===== src/core/isf_pkg.sv =====
`default_nettype none

package isf_pkg;

    // Register map of the port: one register at each of indices 0 to 5; indices 6 and 7 are unmapped.
    localparam int REG_ADDR_W = 3;
    localparam logic [2:0] OFS_STATUS = 3'h0;
    localparam logic [2:0] OFS_CTRL = 3'h1;
    localparam logic [2:0] OFS_SLAVE_ADDR = 3'h2;
    localparam logic [2:0] OFS_DATA = 3'h3;
    localparam logic [2:0] OFS_EVENT = 3'h4;
    localparam logic [2:0] OFS_MASK = 3'h5;

    // Bit positions of bus_status.
    localparam int TC_BIT = 7;
    localparam int AAS_BIT = 6;
    localparam int BUSY_BIT = 5;
    localparam int ARB_BIT = 4;
    localparam int UNUSED_BIT = 3;
    localparam int DIR_BIT = 2;
    localparam int PEND_BIT = 1;
    localparam int ACK_BIT = 0;

    // Bit positions of the control register.
    localparam int CTRL_TX_BIT = 0;
    localparam int CTRL_GCE_BIT = 1;

    // Bit positions of the event and mask registers.
    localparam int EVT_W = 4;
    localparam int EVT_BYTE = 0;
    localparam int EVT_ADDR = 1;
    localparam int EVT_ARB = 2;
    localparam int EVT_STOP = 3;

    // Reset values.
    localparam logic [7:0] CTRL_RST = 8'h00;
    localparam logic [6:0] SLAVE_ADDR_RST = 7'h00;
    localparam logic [3:0] MASK_RST = 4'h0;
    localparam logic [7:0] DATA_RST = 8'h00;

    // Bus constants.
    localparam logic [6:0] GENERAL_CALL = 7'h00;
    localparam int BIT_CNT_W = 4;
    localparam logic [3:0] ACK_SLOT = 4'h8;

    typedef struct packed {
        logic [2:0] addr;
        logic [7:0] wdata;
        logic wr;
        logic rd;
    } isf_reg_req_type;

    typedef struct packed {
        logic startSeen;
        logic stopSeen;
        logic sclRise;
        logic sdaLevel;
        logic byteStart;
        logic byteDone;
        logic addrByte;
        logic ackLevel;
        logic [7:0] rxByte;
    } isf_bus_evt_type;

endpackage : isf_pkg

`default_nettype wire


===== src/core/isf_bus_monitor.sv =====
`default_nettype none

module isf_bus_monitor (
    input wire logic mclk,
    input wire logic rst_n,
    input wire logic sclPin,
    input wire logic sdaPin,
    output isf_pkg::isf_bus_evt_type busEvt
);

    logic [1:0] sclSync;
    logic [1:0] sdaSync;
    logic sclPrev;
    logic sdaPrev;
    logic sclRise;
    logic startDet;
    logic stopDet;
    logic inFrame;
    logic firstByte;
    logic [isf_pkg::BIT_CNT_W-1:0] bitCnt;
    logic [7:0] shiftReg;

    // Two flip-flops on each pin; only the second stage is read.
    always_ff @(posedge mclk or negedge rst_n) begin
        if (!rst_n) begin
            sclSync <= 2'h3;
            sdaSync <= 2'h3;
        end else begin
            sclSync <= {sclSync[0], sclPin};
            sdaSync <= {sdaSync[0], sdaPin};
        end
    end

    always_ff @(posedge mclk or negedge rst_n) begin
        if (!rst_n) begin
            sclPrev <= 1'b1;
            sdaPrev <= 1'b1;
        end else begin
            sclPrev <= sclSync[1];
            sdaPrev <= sdaSync[1];
        end
    end

    assign sclRise = sclSync[1] && !sclPrev;
    assign startDet = sclSync[1] && sclPrev && sdaPrev && !sdaSync[1];
    assign stopDet = sclSync[1] && sclPrev && !sdaPrev && sdaSync[1];

    // Bit counter: eight data bits then the acknowledge slot.
    always_ff @(posedge mclk or negedge rst_n) begin
        if (!rst_n) begin
            inFrame <= 1'b0;
            firstByte <= 1'b0;
            bitCnt <= '0;
            shiftReg <= 8'h00;
        end else if (startDet) begin
            inFrame <= 1'b1;
            firstByte <= 1'b1;
            bitCnt <= '0;
        end else if (stopDet) begin
            inFrame <= 1'b0;
            bitCnt <= '0;
        end else if (sclRise && inFrame) begin
            if (bitCnt == isf_pkg::ACK_SLOT) begin
                bitCnt <= '0;
                firstByte <= 1'b0;
            end else begin
                bitCnt <= bitCnt + 4'h1;
                shiftReg <= {shiftReg[6:0], sdaSync[1]};
            end
        end
    end

    // Registered event record handed to the flag logic.
    always_ff @(posedge mclk or negedge rst_n) begin
        if (!rst_n) begin
            busEvt <= '0;
        end else begin
            busEvt.startSeen <= startDet;
            busEvt.stopSeen <= stopDet;
            busEvt.sclRise <= sclRise;
            busEvt.sdaLevel <= sdaSync[1];
            busEvt.byteStart <= sclRise && inFrame && !startDet
                && bitCnt == '0;
            busEvt.byteDone <= sclRise && inFrame && !startDet
                && bitCnt == isf_pkg::ACK_SLOT;
            busEvt.addrByte <= firstByte;
            busEvt.ackLevel <= sdaSync[1];
            busEvt.rxByte <= shiftReg;
        end
    end

endmodule : isf_bus_monitor

`default_nettype wire


===== src/core/isf_status_flags.sv =====
// Function
// - Byte completion sets transfer complete, bit 7.
// - Data read in receive, write in transmit clear it.
// - Transfer complete meaningful only around a transfer.
// - Address match or general call sets bit 6.
// - Control register write clears addressed flag.
// - Start sets busy bit 5, stop clears.
// - Arbitration loss sets bit 4.
// - Writing one to bit 4 clears arbitration lost.
// - Bit 2 holds calling read/write direction.
// - Byte, match or arbitration loss sets bit 1.
// - Writing one clears interrupt pending.
// - Bit 0 holds sampled acknowledge after byte.
//
// The plain strobed port and the placing of the registers are this design's own decisions.
`default_nettype none

module isf_status_flags #(
    parameter int REG_ADDR_W = isf_pkg::REG_ADDR_W
) (
    input wire logic mclk,
    input wire logic rst_n,
    input wire logic sclPin,
    input wire logic sdaPin,
    input wire logic masterActive,
    input wire logic masterSdaOut,
    input wire isf_pkg::isf_reg_req_type regReq,
    output logic [7:0] rdData,
    output logic irq
);

    if (REG_ADDR_W != isf_pkg::REG_ADDR_W) begin : gen_bad_width
        $error("Register index width must match the register map.");
    end

    isf_pkg::isf_bus_evt_type busEvt;

    logic transferCompleteFlag;
    logic addressedAsSlaveFlag;
    logic busBusyFlag;
    logic arbitrationLostFlag;
    logic slaveDirectionFlag;
    logic interruptPendingFlag;
    logic receivedAckFlag;
    logic [7:0] ctrl_reg;
    logic [6:0] slaveAddr_reg;
    logic [7:0] txData_reg;
    logic [7:0] rxData_reg;
    logic [isf_pkg::EVT_W-1:0] event_reg;
    logic [isf_pkg::EVT_W-1:0] event_next;
    logic [isf_pkg::EVT_W-1:0] mask_reg;
    logic [7:0] statusValue;
    logic txMode;
    logic generalCallEnable;
    logic addrMatch;
    logic involved;
    logic tcSet;
    logic arbLoss;
    logic statusWr;
    logic ctrlWr;
    logic dataWr;
    logic dataRd;

    function automatic logic regWrite(input isf_pkg::isf_reg_req_type req,
                                      input logic [2:0] ofs);
        regWrite = req.wr && req.addr == ofs;
    endfunction : regWrite

    function automatic logic regRead(input isf_pkg::isf_reg_req_type req,
                                     input logic [2:0] ofs);
        regRead = req.rd && req.addr == ofs;
    endfunction : regRead

    isf_bus_monitor u_monitor (
        .mclk(mclk),
        .rst_n(rst_n),
        .sclPin(sclPin),
        .sdaPin(sdaPin),
        .busEvt(busEvt)
    );

    assign txMode = ctrl_reg[isf_pkg::CTRL_TX_BIT];
    assign generalCallEnable = ctrl_reg[isf_pkg::CTRL_GCE_BIT];
    assign statusWr = regWrite(regReq, isf_pkg::OFS_STATUS);
    assign ctrlWr = regWrite(regReq, isf_pkg::OFS_CTRL);
    assign dataWr = regWrite(regReq, isf_pkg::OFS_DATA);
    assign dataRd = regRead(regReq, isf_pkg::OFS_DATA);

    // Address phase compare, including general call when enabled.
    assign addrMatch = busEvt.byteDone && busEvt.addrByte
        && (busEvt.rxByte[7:1] == slaveAddr_reg
        || (generalCallEnable
        && busEvt.rxByte[7:1] == isf_pkg::GENERAL_CALL));
    assign involved = masterActive || addressedAsSlaveFlag || addrMatch;
    assign tcSet = busEvt.byteDone && involved;
    // Released high by our master while another party pulls low.
    assign arbLoss = masterActive && masterSdaOut && busEvt.sclRise
        && !busEvt.sdaLevel;

    // Transfer complete: cleared when the next byte begins.
    always_ff @(posedge mclk or negedge rst_n) begin
        if (!rst_n) begin
            transferCompleteFlag <= 1'b0;
        end else if (tcSet) begin
            transferCompleteFlag <= 1'b1;
        end else if (busEvt.byteStart
                     || (dataRd && !txMode) || (dataWr && txMode)) begin
            transferCompleteFlag <= 1'b0;
        end
    end

    always_ff @(posedge mclk or negedge rst_n) begin
        if (!rst_n) begin
            addressedAsSlaveFlag <= 1'b0;
        end else if (addrMatch) begin
            addressedAsSlaveFlag <= 1'b1;
        end else if (ctrlWr) begin
            addressedAsSlaveFlag <= 1'b0;
        end
    end

    always_ff @(posedge mclk or negedge rst_n) begin
        if (!rst_n) begin
            slaveDirectionFlag <= 1'b0;
        end else if (addrMatch) begin
            slaveDirectionFlag <= busEvt.rxByte[0];
        end
    end

    always_ff @(posedge mclk or negedge rst_n) begin
        if (!rst_n) begin
            busBusyFlag <= 1'b0;
        end else if (busEvt.startSeen) begin
            busBusyFlag <= 1'b1;
        end else if (busEvt.stopSeen) begin
            busBusyFlag <= 1'b0;
        end
    end

    always_ff @(posedge mclk or negedge rst_n) begin
        if (!rst_n) begin
            arbitrationLostFlag <= 1'b0;
        end else if (arbLoss) begin
            arbitrationLostFlag <= 1'b1;
        end else if (statusWr && regReq.wdata[isf_pkg::ARB_BIT]) begin
            arbitrationLostFlag <= 1'b0;
        end
    end

    always_ff @(posedge mclk or negedge rst_n) begin
        if (!rst_n) begin
            interruptPendingFlag <= 1'b0;
        end else if (tcSet || addrMatch || arbLoss) begin
            interruptPendingFlag <= 1'b1;
        end else if (statusWr && regReq.wdata[isf_pkg::PEND_BIT]) begin
            interruptPendingFlag <= 1'b0;
        end
    end

    always_ff @(posedge mclk or negedge rst_n) begin
        if (!rst_n) begin
            receivedAckFlag <= 1'b0;
        end else if (tcSet) begin
            receivedAckFlag <= busEvt.ackLevel;
        end
    end

    always_ff @(posedge mclk or negedge rst_n) begin
        if (!rst_n) begin
            ctrl_reg <= isf_pkg::CTRL_RST;
            slaveAddr_reg <= isf_pkg::SLAVE_ADDR_RST;
            txData_reg <= isf_pkg::DATA_RST;
            mask_reg <= isf_pkg::MASK_RST;
        end else if (regReq.wr) begin
            case (regReq.addr)
                isf_pkg::OFS_CTRL: ctrl_reg <= regReq.wdata;
                isf_pkg::OFS_SLAVE_ADDR: slaveAddr_reg <= regReq.wdata[7:1];
                isf_pkg::OFS_DATA: txData_reg <= regReq.wdata;
                isf_pkg::OFS_MASK: mask_reg <= regReq.wdata[3:0];
                default: ;
            endcase
        end
    end

    always_ff @(posedge mclk or negedge rst_n) begin
        if (!rst_n) begin
            rxData_reg <= isf_pkg::DATA_RST;
        end else if (tcSet) begin
            rxData_reg <= busEvt.rxByte;
        end
    end

    // Sticky events: a new event wins over a clearing write.
    always_comb begin
        event_next = event_reg;
        if (regWrite(regReq, isf_pkg::OFS_EVENT)) begin
            event_next = event_reg & ~regReq.wdata[3:0];
        end
        event_next[isf_pkg::EVT_BYTE] = event_next[isf_pkg::EVT_BYTE] | tcSet;
        event_next[isf_pkg::EVT_ADDR] = event_next[isf_pkg::EVT_ADDR]
            | addrMatch;
        event_next[isf_pkg::EVT_ARB] = event_next[isf_pkg::EVT_ARB] | arbLoss;
        event_next[isf_pkg::EVT_STOP] = event_next[isf_pkg::EVT_STOP]
            | busEvt.stopSeen;
    end

    always_ff @(posedge mclk or negedge rst_n) begin
        if (!rst_n) begin
            event_reg <= '0;
        end else begin
            event_reg <= event_next;
        end
    end

    always_ff @(posedge mclk or negedge rst_n) begin
        if (!rst_n) begin
            irq <= 1'b0;
        end else begin
            irq <= |(event_reg & mask_reg);
        end
    end

    // Bus status image; the unused bit is tied low.
    always_comb begin
        statusValue = 8'h00;
        statusValue[isf_pkg::TC_BIT] = transferCompleteFlag;
        statusValue[isf_pkg::AAS_BIT] = addressedAsSlaveFlag;
        statusValue[isf_pkg::BUSY_BIT] = busBusyFlag;
        statusValue[isf_pkg::ARB_BIT] = arbitrationLostFlag;
        statusValue[isf_pkg::DIR_BIT] = slaveDirectionFlag;
        statusValue[isf_pkg::PEND_BIT] = interruptPendingFlag;
        statusValue[isf_pkg::ACK_BIT] = receivedAckFlag;
    end

    // Read data stand in the cycle after the strobe; unmapped reads zero.
    always_ff @(posedge mclk or negedge rst_n) begin
        if (!rst_n) begin
            rdData <= 8'h00;
        end else if (regReq.rd) begin
            case (regReq.addr)
                isf_pkg::OFS_STATUS: rdData <= statusValue;
                isf_pkg::OFS_CTRL: rdData <= ctrl_reg;
                isf_pkg::OFS_SLAVE_ADDR: rdData <= {slaveAddr_reg, 1'b0};
                isf_pkg::OFS_DATA: rdData <= txMode ? txData_reg : rxData_reg;
                isf_pkg::OFS_EVENT: rdData <= {4'h0, event_reg};
                isf_pkg::OFS_MASK: rdData <= {4'h0, mask_reg};
                default: rdData <= 8'h00;
            endcase
        end else begin
            rdData <= 8'h00;
        end
    end

    chk_tc_set: assert property (@(posedge mclk) disable iff (!rst_n)
        tcSet |=> transferCompleteFlag ##1 (transferCompleteFlag
        || $past(busEvt.byteStart) || $past(dataRd) || $past(dataWr)))
        else $error("Transfer complete not held after byte.");

    chk_tc_clear: assert property (@(posedge mclk)
        disable iff (!rst_n)
        ((dataRd && !txMode) || (dataWr && txMode)) && !tcSet
        |=> !transferCompleteFlag)
        else $error("Transfer complete not cleared by data access.");

    chk_slave_match: assert property (@(posedge mclk)
        disable iff (!rst_n)
        addrMatch |=> addressedAsSlaveFlag
        && slaveDirectionFlag == $past(busEvt.rxByte[0]))
        else $error("Address match not recorded.");

    chk_ctrl_clear: assert property (@(posedge mclk)
        disable iff (!rst_n)
        ctrlWr && !addrMatch |=> !addressedAsSlaveFlag)
        else $error("Control write left addressed flag set.");

    chk_busy_track: assert property (@(posedge mclk)
        disable iff (!rst_n)
        busEvt.startSeen ##1 !busEvt.stopSeen[*2] |-> busBusyFlag)
        else $error("Busy flag not set after start.");

    chk_busy_clear: assert property (@(posedge mclk)
        disable iff (!rst_n)
        busEvt.stopSeen && !busEvt.startSeen |=> !busBusyFlag)
        else $error("Busy flag not cleared after stop.");

    chk_arb_sticky: assert property (@(posedge mclk)
        disable iff (!rst_n)
        arbitrationLostFlag && !(statusWr && regReq.wdata[isf_pkg::ARB_BIT])
        |=> arbitrationLostFlag)
        else $error("Arbitration lost flag cleared on its own.");

    chk_arb_set: assert property (@(posedge mclk)
        disable iff (!rst_n)
        arbLoss |=> arbitrationLostFlag && interruptPendingFlag)
        else $error("Arbitration loss not flagged.");

    chk_pend_clear: assert property (@(posedge mclk)
        disable iff (!rst_n)
        statusWr && regReq.wdata[isf_pkg::PEND_BIT]
        && !(tcSet || addrMatch || arbLoss) |=> !interruptPendingFlag)
        else $error("Interrupt pending not cleared by write of one.");

    chk_ack_capture: assert property (@(posedge mclk)
        disable iff (!rst_n)
        tcSet |=> receivedAckFlag == $past(busEvt.ackLevel))
        else $error("Acknowledge level not captured.");

    chk_unused_zero: assert property (@(posedge mclk)
        disable iff (!rst_n)
        regRead(regReq, isf_pkg::OFS_STATUS) |=> !rdData[isf_pkg::UNUSED_BIT]
        && rdData == $past(statusValue))
        else $error("Status read returned wrong value.");

    chk_zero_write: assert property (@(posedge mclk)
        disable iff (!rst_n)
        statusWr && regReq.wdata == 8'h00 && !arbLoss && !busEvt.startSeen
        && !busEvt.stopSeen && !tcSet && !addrMatch && !busEvt.byteStart
        |=> $stable(statusValue))
        else $error("Zero write changed the status flags.");

    chk_irq_level: assert property (@(posedge mclk) disable iff (!rst_n)
        ##1 irq == |($past(event_reg) & $past(mask_reg)))
        else $error("Interrupt output disagrees with events.");

endmodule : isf_status_flags

`default_nettype wire


===== config.mk =====
export PLATFORM = sky130hd
export DESIGN_NAME = isf_status_flags
export DESIGN_NICKNAME = d
export VERILOG_FILES = /design/src/core/isf_pkg.sv /design/src/core/isf_bus_monitor.sv /design/src/core/isf_status_flags.sv
export SDC_FILE = /design/constraint.sdc
export NUM_CORES = 1
export LEC_CHECK = 0
export BUFFER_PORTS_ARGS = -buffer_cell sky130_fd_sc_hd__buf_2
export CAP_MARGIN = 5
export CORE_MARGIN = 2
export CORE_UTILIZATION = 55
export DETAILED_ROUTE_END_ITERATION = 8
export GPL_TIMING_DRIVEN = 1
export PLACE_DENSITY = 0.8
export SLEW_MARGIN = 20
export SYNTH_ARGS = -nofsm -noshare
export SYNTH_HDL_FRONTEND = slang
export SYNTH_SLANG_ARGS = --single-unit
export TNS_END_PERCENT = 1

===== constraint.sdc =====
create_clock -name mclk -period 2.2 [get_ports mclk]
set_clock_uncertainty 0.2 [all_clocks]
set_input_delay 0.66 -clock mclk [delete_from_list [all_inputs] [get_ports mclk]]
set_output_delay 0.66 -clock mclk [all_outputs]
set_load 0.01 [all_outputs]

==> metrics.log, run 1 <==
[metrics] result of the run: completed
[metrics] Post-Route Hold Slack: 161 ps
[metrics] class of the tightest hold or removal check: register to register
[metrics] DR WL/cell: about 17 um
[metrics] final cell utilization of the core: 64.3%
[metrics] Final Hold Vio Count: 0
[metrics] final clock period utilization by the worst path: between 90% and 100%
[metrics] count of warnings emitted by yosys: 0
[metrics] core box area: ~0.0068 mm2
[metrics] most common library cell in the layout ignoring fill and taps: dfrtp_1
[metrics] Top Ports: 28
[metrics] family with the most delay on the worst path: simple AND/OR/NAND/NOR gates
[metrics] number of buffers and inverters on the critical path: 0
[metrics] Post-CTS Repair Setup Buffers: 0
[metrics] share of post-route cells with drive strength above 1: approximately a third
[metrics] # clock sinks: 90
[metrics] initial antenna violation count: 0
[metrics] GR met2 Demand/Resource: around a third
[metrics] iteration count of the initial detailed-routing pass: 4
[metrics] data arrival time of the critical path: between 2000 and 2500 ps
[metrics] number of H-tree levels: 3
[metrics] Netlist cell types: 44
[metrics] antenna fix cells: 0
[metrics] total global routing overflow: 0
[metrics] Largest register FFs: 15
[metrics] maximum number of pins on one net before global-route repair: 35
[metrics] kind of critical path: register to register
[metrics] ratio of total power to cell area: between 900 and 1000 mW/mm2
[metrics] layout net count: approximately 360
[metrics] leading cell types in the layout, fill and taps excluded: 84 x dfrtp_1, 43 x mux2_2, 26 x buf_2, 19 x nand2_1, 17 x nor2_1
[metrics] Reg with most FFs: u_monitor.busEvt
[metrics] post-route design area: around 0.0043 mm2
[metrics] chain of cells forming the critical path: nor4b_1 -> a31o_2 -> a31o_4 -> mux2_2
[metrics] routed wire length: 7240 um
[metrics] effective utilization at floorplan: 56.8%
[metrics] Slew @ Worst Pin: 454 ps
[metrics] type of element capturing the critical path: register
[metrics] MaxCap Viol Count: 0
[metrics] clock period minus final worst setup slack: ~2000 ps
[metrics] Synth Area per Inst: between 10 and 15 um2
[metrics] maximum operating frequency: 0.493 GHz
[metrics] starting DRC count in detailed routing: 186
[metrics] dpl hpwl: 5320 um
[metrics] Setup-failing EPs final: 0
[metrics] clock insertion delay at the later pin of the skew report: approximately 350 ps
[metrics] ratio of routed vias to standard cells: about 5.7
[metrics] relative area change from synthesis to final layout: 13.1%
[metrics] Die Height: a little under 90 um
[metrics] Max VDD drop: around 0.51 mV
[metrics] grt peak-use layer: met2
[metrics] TritonCTS clock tree: done
[metrics] root cell of the clock tree: clkbuf_8
[metrics] number of standard-cell rows in the floorplan: 30
[metrics] last weighted congestion value of the routability-driven placer: approximately 0.88
[metrics] GR Util All Layers: roughly a fifth
[metrics] number of buffers added by the clock tree synthesis step: 9
[metrics] total of flip-flops plus latches after synthesis: 90
[metrics] via count: 2384
[metrics] post-placement cell area: slightly above 0.004 mm2
[metrics] grt met1 use: 29.0%
[metrics] peak per-stage delay on the critical path: roughly 470 ps
[metrics] vias in the first global route: around 2400
[metrics] remaining max-slew budget at the tightest pin: ~69%
[metrics] CP Data Required Time: approximately 2200 ps
[metrics] post-detailed-route count of antenna-violating nets: 0
[metrics] Max Root-Sink Buffers: 2
[metrics] netlist area before placement: around 0.0038 mm2
[metrics] Leakage Power: 2.04 nW
[metrics] width of the chip: around 90 um
[metrics] cell type of the slowest stage on the worst timing path: nor4b_1
[metrics] clock-pin transition on the worst setup and hold timing paths: 80 ps
[metrics] highest fanout seen on the critical path: 12
[metrics] kind of start point of the critical path: register
[metrics] Total Die Area: ~0.0077 mm2
[metrics] global-route wire length before repair: between 10000 and 15000 um
[metrics] setup repair after global routing missed its margin: false
[metrics] count of final max-slew check failures: 0
[metrics] I/O Buffers: 27
[metrics] met3 Track Usage GR: 5.18%
[metrics] Net Count, Synth: 314
[metrics] number of cells produced by synthesis: a little under 300
[metrics] share of synthesized area occupied by flip-flops and latches: 58.8%
[metrics] DRC violations left: 0
[synthesized netlist by cell type (all sizes together)]
cell	instances	area [um2]
a21o	4	31.3
mux2i	10	100
and4b	1	10.0
a31o	3	35.0
mux2	50	589
nand2	19	71.3
a221o	1	10.0
nand3	9	50.1
xor2	9	78.8
ha	2	25.0
nand2b	3	18.8
o221ai	3	26.3
and3	3	18.8
o21ai	7	35.0
a211o	2	18.8
nand3b	1	7.51
nor2	17	63.8
and3b	1	8.76
and4bb	1	12.5
a211oi	4	30.0
dfstp	6	158
buf	6	45.0
clkbuf	5	18.8
and2	4	25.0
nor4b	3	26.3
dfrtp	84	2100
o22ai	2	12.5
o21a	3	22.5
inv	6	22.5
nor4	2	27.5
nor2b	4	25.0
o211a	1	10.0
a21oi	8	40.0
nor3	3	20.0
a22oi	5	37.5
nand4	1	6.26
[kinds of logic (layout without fill, tap and decap cells)]
| group | count (synthesis) | count (layout) | synth area share (%) |
|---|---|---|---|
| adders and majority gates | 2 | 2 | 0.652 |
| muxes | 60 | 60 | 18.0 |
| xor gates and xnor gates | 9 | 9 | 2.05 |
| and+or+nand+nor | 72 | 72 | 10.2 |
| DFF | 90 | 90 | 58.8 |
| buffers and inverters | 17 | 63 | 2.25 |
| AOI/OAI and AO/OA | 43 | 43 | 8.05 |
[power breakdown]
part | switching [W] | internal (W) | total, W | leakage [nW]
logic | 0.000339 | 0.000373 | 0.000711 | 0.825
registers | 0.000238 | 0.00196 | 0.00220 | 1.12
clock network | 0.000537 | 0.000557 | 0.00109 | 0.0966
total | 0.00111 | 0.00289 | 0.00401 | 2.04
[layer usage]
layer	up-vias	share of wire, %
met2	62	48
li1	1121	-
met3	4	4.5
met5	-	0
met4	0	0.61
met1	1197	47
[cell type report]
type | instances | area, um2
fill | 519 | 2410
sequential | 90 | 2260
multi-input combinational | 186 | 1490
timing repair buffer | 41 | 270
clock buffer | 12 | 145
tap | 80 | 100
clock inverter | 4 | 51.3
inverter | 6 | 22.5
[what timing repair did]
item,4_1_cts,5_1_grt
endpoints found under the setup margin,0,0
hold buffers,1,0
resized for setup,0,0
hold endpoints to repair,14,0
[path summary, 6_finish.rpt]
check,from,endpoint,slack (ps),cells past startpoint
max,u_monitor.busEvt[1],rxData_reg[0],170,4
min,u_monitor.sdaSync[0],u_monitor.sdaSync[1],160,0
max reg2reg,u_monitor.busEvt[1],rxData_reg[0],170,4
min reg2reg,u_monitor.sdaSync[0],u_monitor.sdaSync[1],160,0
max in group asynchronous,rst_n,u_monitor.sclPrev,720,3
min in group asynchronous,rst_n,ctrl_reg[2],540,2
[through the flow]
stage / setup TNS, ps / total power [W] / cells / worst slack [ps]
floorplan: 0 / 0.00269 / 293 / 219
global placement: 0 / 0.00291 / 402 / 35.9
detailed placement: -482 / 0.00295 / 402 / -76.8
CTS: 0 / 0.00405 / 419 / 148
global route: 0 / 0.00422 / 419 / 50.0
finish: 0 / 0.00401 / 419 / 173
(Power assumes the default switching activity.)
==> run 2: changes to the inputs <==
- CTS_BUF_LIST: not set -> sky130_fd_sc_hd__clkbuf_4
- HOLD_SLACK_MARGIN: not set -> 0.1
==> run 2 against run 1 <==
Against the previous run:
- sequential share of layout area is 0.47 points higher
- non-clock buffer count is 2 higher
- routed wire length is 0.26% lower
- via count is 0.50% higher
- global-route usage is 0.20 points higher
- sequential cell count stayed put
- critical path depth stayed put
- worst hold slack better by 6.7 ps
- die area stayed put
- setup slack worse by 20 ps
- final area is 0.89% lower
- critical path type unchanged
- critical endpoint unchanged
- largest cell class unchanged
- largest power group unchanged
- highest routed layer unchanged
==> metrics.log, run 2 (synthesis results as in run 1) <==
[metrics] setup repair after global routing missed its margin: false (unchanged)
[metrics] Largest register FFs: 15 (unchanged)
[metrics] number of buffers and inverters on the critical path: 0 (unchanged)
[metrics] kind of start point of the critical path: register (unchanged)
[metrics] ratio of total power to cell area: 883 mW/mm2 (was 923 mW/mm2)
[metrics] ratio of routed vias to standard cells: 5.69 (about the same)
[metrics] Final Hold Vio Count: 0 (unchanged)
[metrics] initial antenna violation count: 0 (unchanged)
[metrics] number of fill cells: 528 (was 519)
[metrics] # clock sinks: 90 (unchanged)
[metrics] final clock period utilization by the worst path: 93.1% (was 92.2%)
[metrics] Slew @ Worst Pin: 455 ps (was 454 ps)
[metrics] TritonCTS clock tree: done (unchanged)
[metrics] CP Data Required Time: 2310 ps (was 2230 ps)
[metrics] width of the chip: 87.6 um (unchanged)
[metrics] family with the most delay on the worst path: flip-flops (was simple AND/OR/NAND/NOR gates)
[metrics] starting DRC count in detailed routing: 192 (was 186)
[metrics] Top Ports: 28 (unchanged)
[metrics] root cell of the clock tree: clkbuf_4 (was clkbuf_8)
[metrics] count of final max-slew check failures: 0 (unchanged)
[metrics] chain of cells forming the critical path: xor2_1 -> nor4_4 -> a31o_4 -> mux2_2 (was nor4b_1 -> a31o_2 -> a31o_4 -> mux2_2)
[metrics] post-detailed-route count of antenna-violating nets: 0 (unchanged)
[metrics] last weighted congestion value of the routability-driven placer: 0.879 (unchanged)
[metrics] grt peak-use layer: met2 (unchanged)
[metrics] data arrival time of the critical path: 2160 ps (was 2060 ps)
[metrics] DRC violations left: 0 (unchanged)
[metrics] Total Die Area: 0.00767 mm2 (unchanged)
[metrics] Crit Reg-Reg Endpoint: rxData_reg[0] (unchanged)
[metrics] Reg with most FFs: u_monitor.busEvt (unchanged)
[metrics] GR met2 Demand/Resource: 32.8% (was 32.7%)
[metrics] antenna fix cells: 0 (unchanged)
[metrics] iteration count of the initial detailed-routing pass: 4 (unchanged)
[metrics] total global routing overflow: 0 (unchanged)
[metrics] Max Root-Sink Buffers: 2 (unchanged)
[metrics] cell type of the slowest stage on the worst timing path: dfrtp_1 (was nor4b_1)
[metrics] routed wire length: 7220 um (was 7240 um)
[metrics] number of H-tree levels: 3 (unchanged)
[metrics] CP Depth: 4 (unchanged)
[metrics] class of the tightest hold or removal check: register to register (unchanged)
[metrics] MaxCap Viol Count: 0 (unchanged)
[metrics] highest fanout seen on the critical path: 12 (unchanged)
[metrics] cell depth of the worst flop-to-flop path: 4 (unchanged)
[metrics] Die Height: 87.6 um (unchanged)
[metrics] worst setup slack for register-to-register paths: 150 ps (was 170 ps)
[metrics] Post-Route Hold Slack: 168 ps (was 161 ps)
[metrics] share of post-route cells with drive strength above 1: 35.2% (was 35.1%)
[metrics] number of standard-cell rows in the floorplan: 30 (unchanged)
[metrics] most common library cell in the layout ignoring fill and taps: dfrtp_1 (unchanged)
[metrics] clock period minus final worst setup slack: 2050 ps (was 2030 ps)
[metrics] dpl hpwl: 5320 um (unchanged)
[metrics] met3 Track Usage GR: 4.62% (was 5.18%)
[metrics] global-route wire length before repair: 11900 um (about the same)
[metrics] worst slack at placement: -76.8 ps (unchanged)
[metrics] CP startpoint: slaveAddr_reg[5] (was u_monitor.busEvt[1])
[metrics] crit path setup slack, layout: 152 ps (was 173 ps)
[metrics] Setup-failing EPs final: 0 (unchanged)
[metrics] effective utilization at floorplan: 56.8% (unchanged)
[metrics] result of the run: completed (unchanged)
[metrics] capturing element of the worst setup path: rxData_reg[0] (unchanged)
[metrics] area occupied by multi-input gates: 0.00149 mm2 (unchanged)
[metrics] maximum number of pins on one net before global-route repair: 35 (unchanged)
[metrics] Leakage Power: 2.03 nW (was 2.04 nW)
[metrics] kind of critical path: register to register (unchanged)
[metrics] DR WL/cell: 17.2 um (was 17.3 um)
[metrics] number of buffers added by the clock tree synthesis step: 9 (unchanged)
[metrics] GR Util All Layers: 21.0% (was 20.8%)
[metrics] via count: 2396 (was 2384)
[metrics] vias in the first global route: 2382 (was 2399)
[metrics] core box area: 0.00676 mm2 (unchanged)
[metrics] leading cell types in the layout, fill and taps excluded: 84 x dfrtp_1, 43 x mux2_2, 26 x buf_2, 19 x nand2_1, 17 x nor2_1 (unchanged)
[metrics] clock-pin transition on the worst setup and hold timing paths: 140 ps (was 80 ps)
[metrics] I/O Buffers: 27 (unchanged)
[metrics] relative area change from synthesis to final layout: 12.1% (was 13.1%)
[metrics] peak per-stage delay on the critical path: 440 ps (was 470 ps)
[metrics] clock insertion delay at the later pin of the skew report: 440 ps (was 350 ps)
[metrics] remaining max-slew budget at the tightest pin: 69.2% (was 69.3%)
[metrics] type of element capturing the critical path: register (unchanged)
[metrics] reg-to-reg startpoint: slaveAddr_reg[5] (was u_monitor.busEvt[1])
[metrics] aggregate negative setup slack: 0 ps (unchanged)
[metrics] Max VDD drop: 0.549 mV (was 0.505 mV)
[metrics] grt met1 use: 29.1% (was 29.0%)
[metrics] area taken by flip-flops and latches: 0.00226 mm2 (unchanged)
[metrics] layout net count: 357 (was 355)
[metrics] maximum operating frequency: 0.488 GHz (was 0.493 GHz)
-- run 2: worst register-to-register path: cells and delay by family (launching register included) --
family	cells	cell delay (ps)
flops	1	440
compound gates	1	350
xor+xnor	1	200
simple gates	1	370
mux	1	360
-- run 2: cell type report --
| type | count | share of cell area [%] |
|---|---|---|
| clock buffers | 11 | 1.92 |
| clock inverters | 5 | 1.28 |
| inverters | 6 | 0.523 |
| multi-input cells | 186 | 34.7 |
| flip-flops and latches | 90 | 52.5 |
| well taps | 80 | 2.33 |
| repair buffers | 43 | 6.74 |
-- run 2: what timing repair did --
item	in CTS	in global routing
hold buffers	3	0
setup endpoints to repair	0	0
setup buffers	0	0
resized for setup	0	0
endpoints found under the hold margin	19	0
-- run 2: how the worst min path moves through the flow --
stage | end | slack [ps] | start | depth (start not counted)
finish | u_monitor.sdaSync[1] | 170 | u_monitor.sdaSync[0] | 0
global route | u_monitor.sclSync[1] | 170 | u_monitor.sclSync[0] | 0
CTS | u_monitor.sdaSync[1] | 170 | u_monitor.sdaSync[0] | 0
detailed placement | u_monitor.sdaSync[1] | 150 | u_monitor.sdaSync[0] | 0
global placement | u_monitor.sdaSync[1] | 150 | u_monitor.sdaSync[0] | 0
floorplan | u_monitor.sclSync[1] | 150 | u_monitor.sclSync[0] | 0
-- run 2: power breakdown --
group	internal, W	switching, W	total (W)	leakage [nW]
Sequential	0.00196	0.000237	0.00220	1.12
Clock	0.000369	0.000520	0.000889	0.0745
Combinational	0.000375	0.000339	0.000714	0.833
Total	0.00271	0.00110	0.00380	2.03
-- run 2: per-layer routing --
metal | share of wire (%) | wire length, um
met5 | 0 | 0
met2 | 48 | 3440
met3 | 4.8 | 344
met4 | 1.4 | 101
met1 | 46 | 3340
-- run 2: stage by stage --
step                instances  util, %  cell area, um2  total power [W]
floorplan                 293        -            3840          0.00269
global placement          402     61.2            4140          0.00291
detailed placement        402     61.2            4140          0.00295
CTS                       421     63.7            4300          0.00383
global route              421     63.7            4300          0.00402
finish                    421     63.7            4300          0.00380
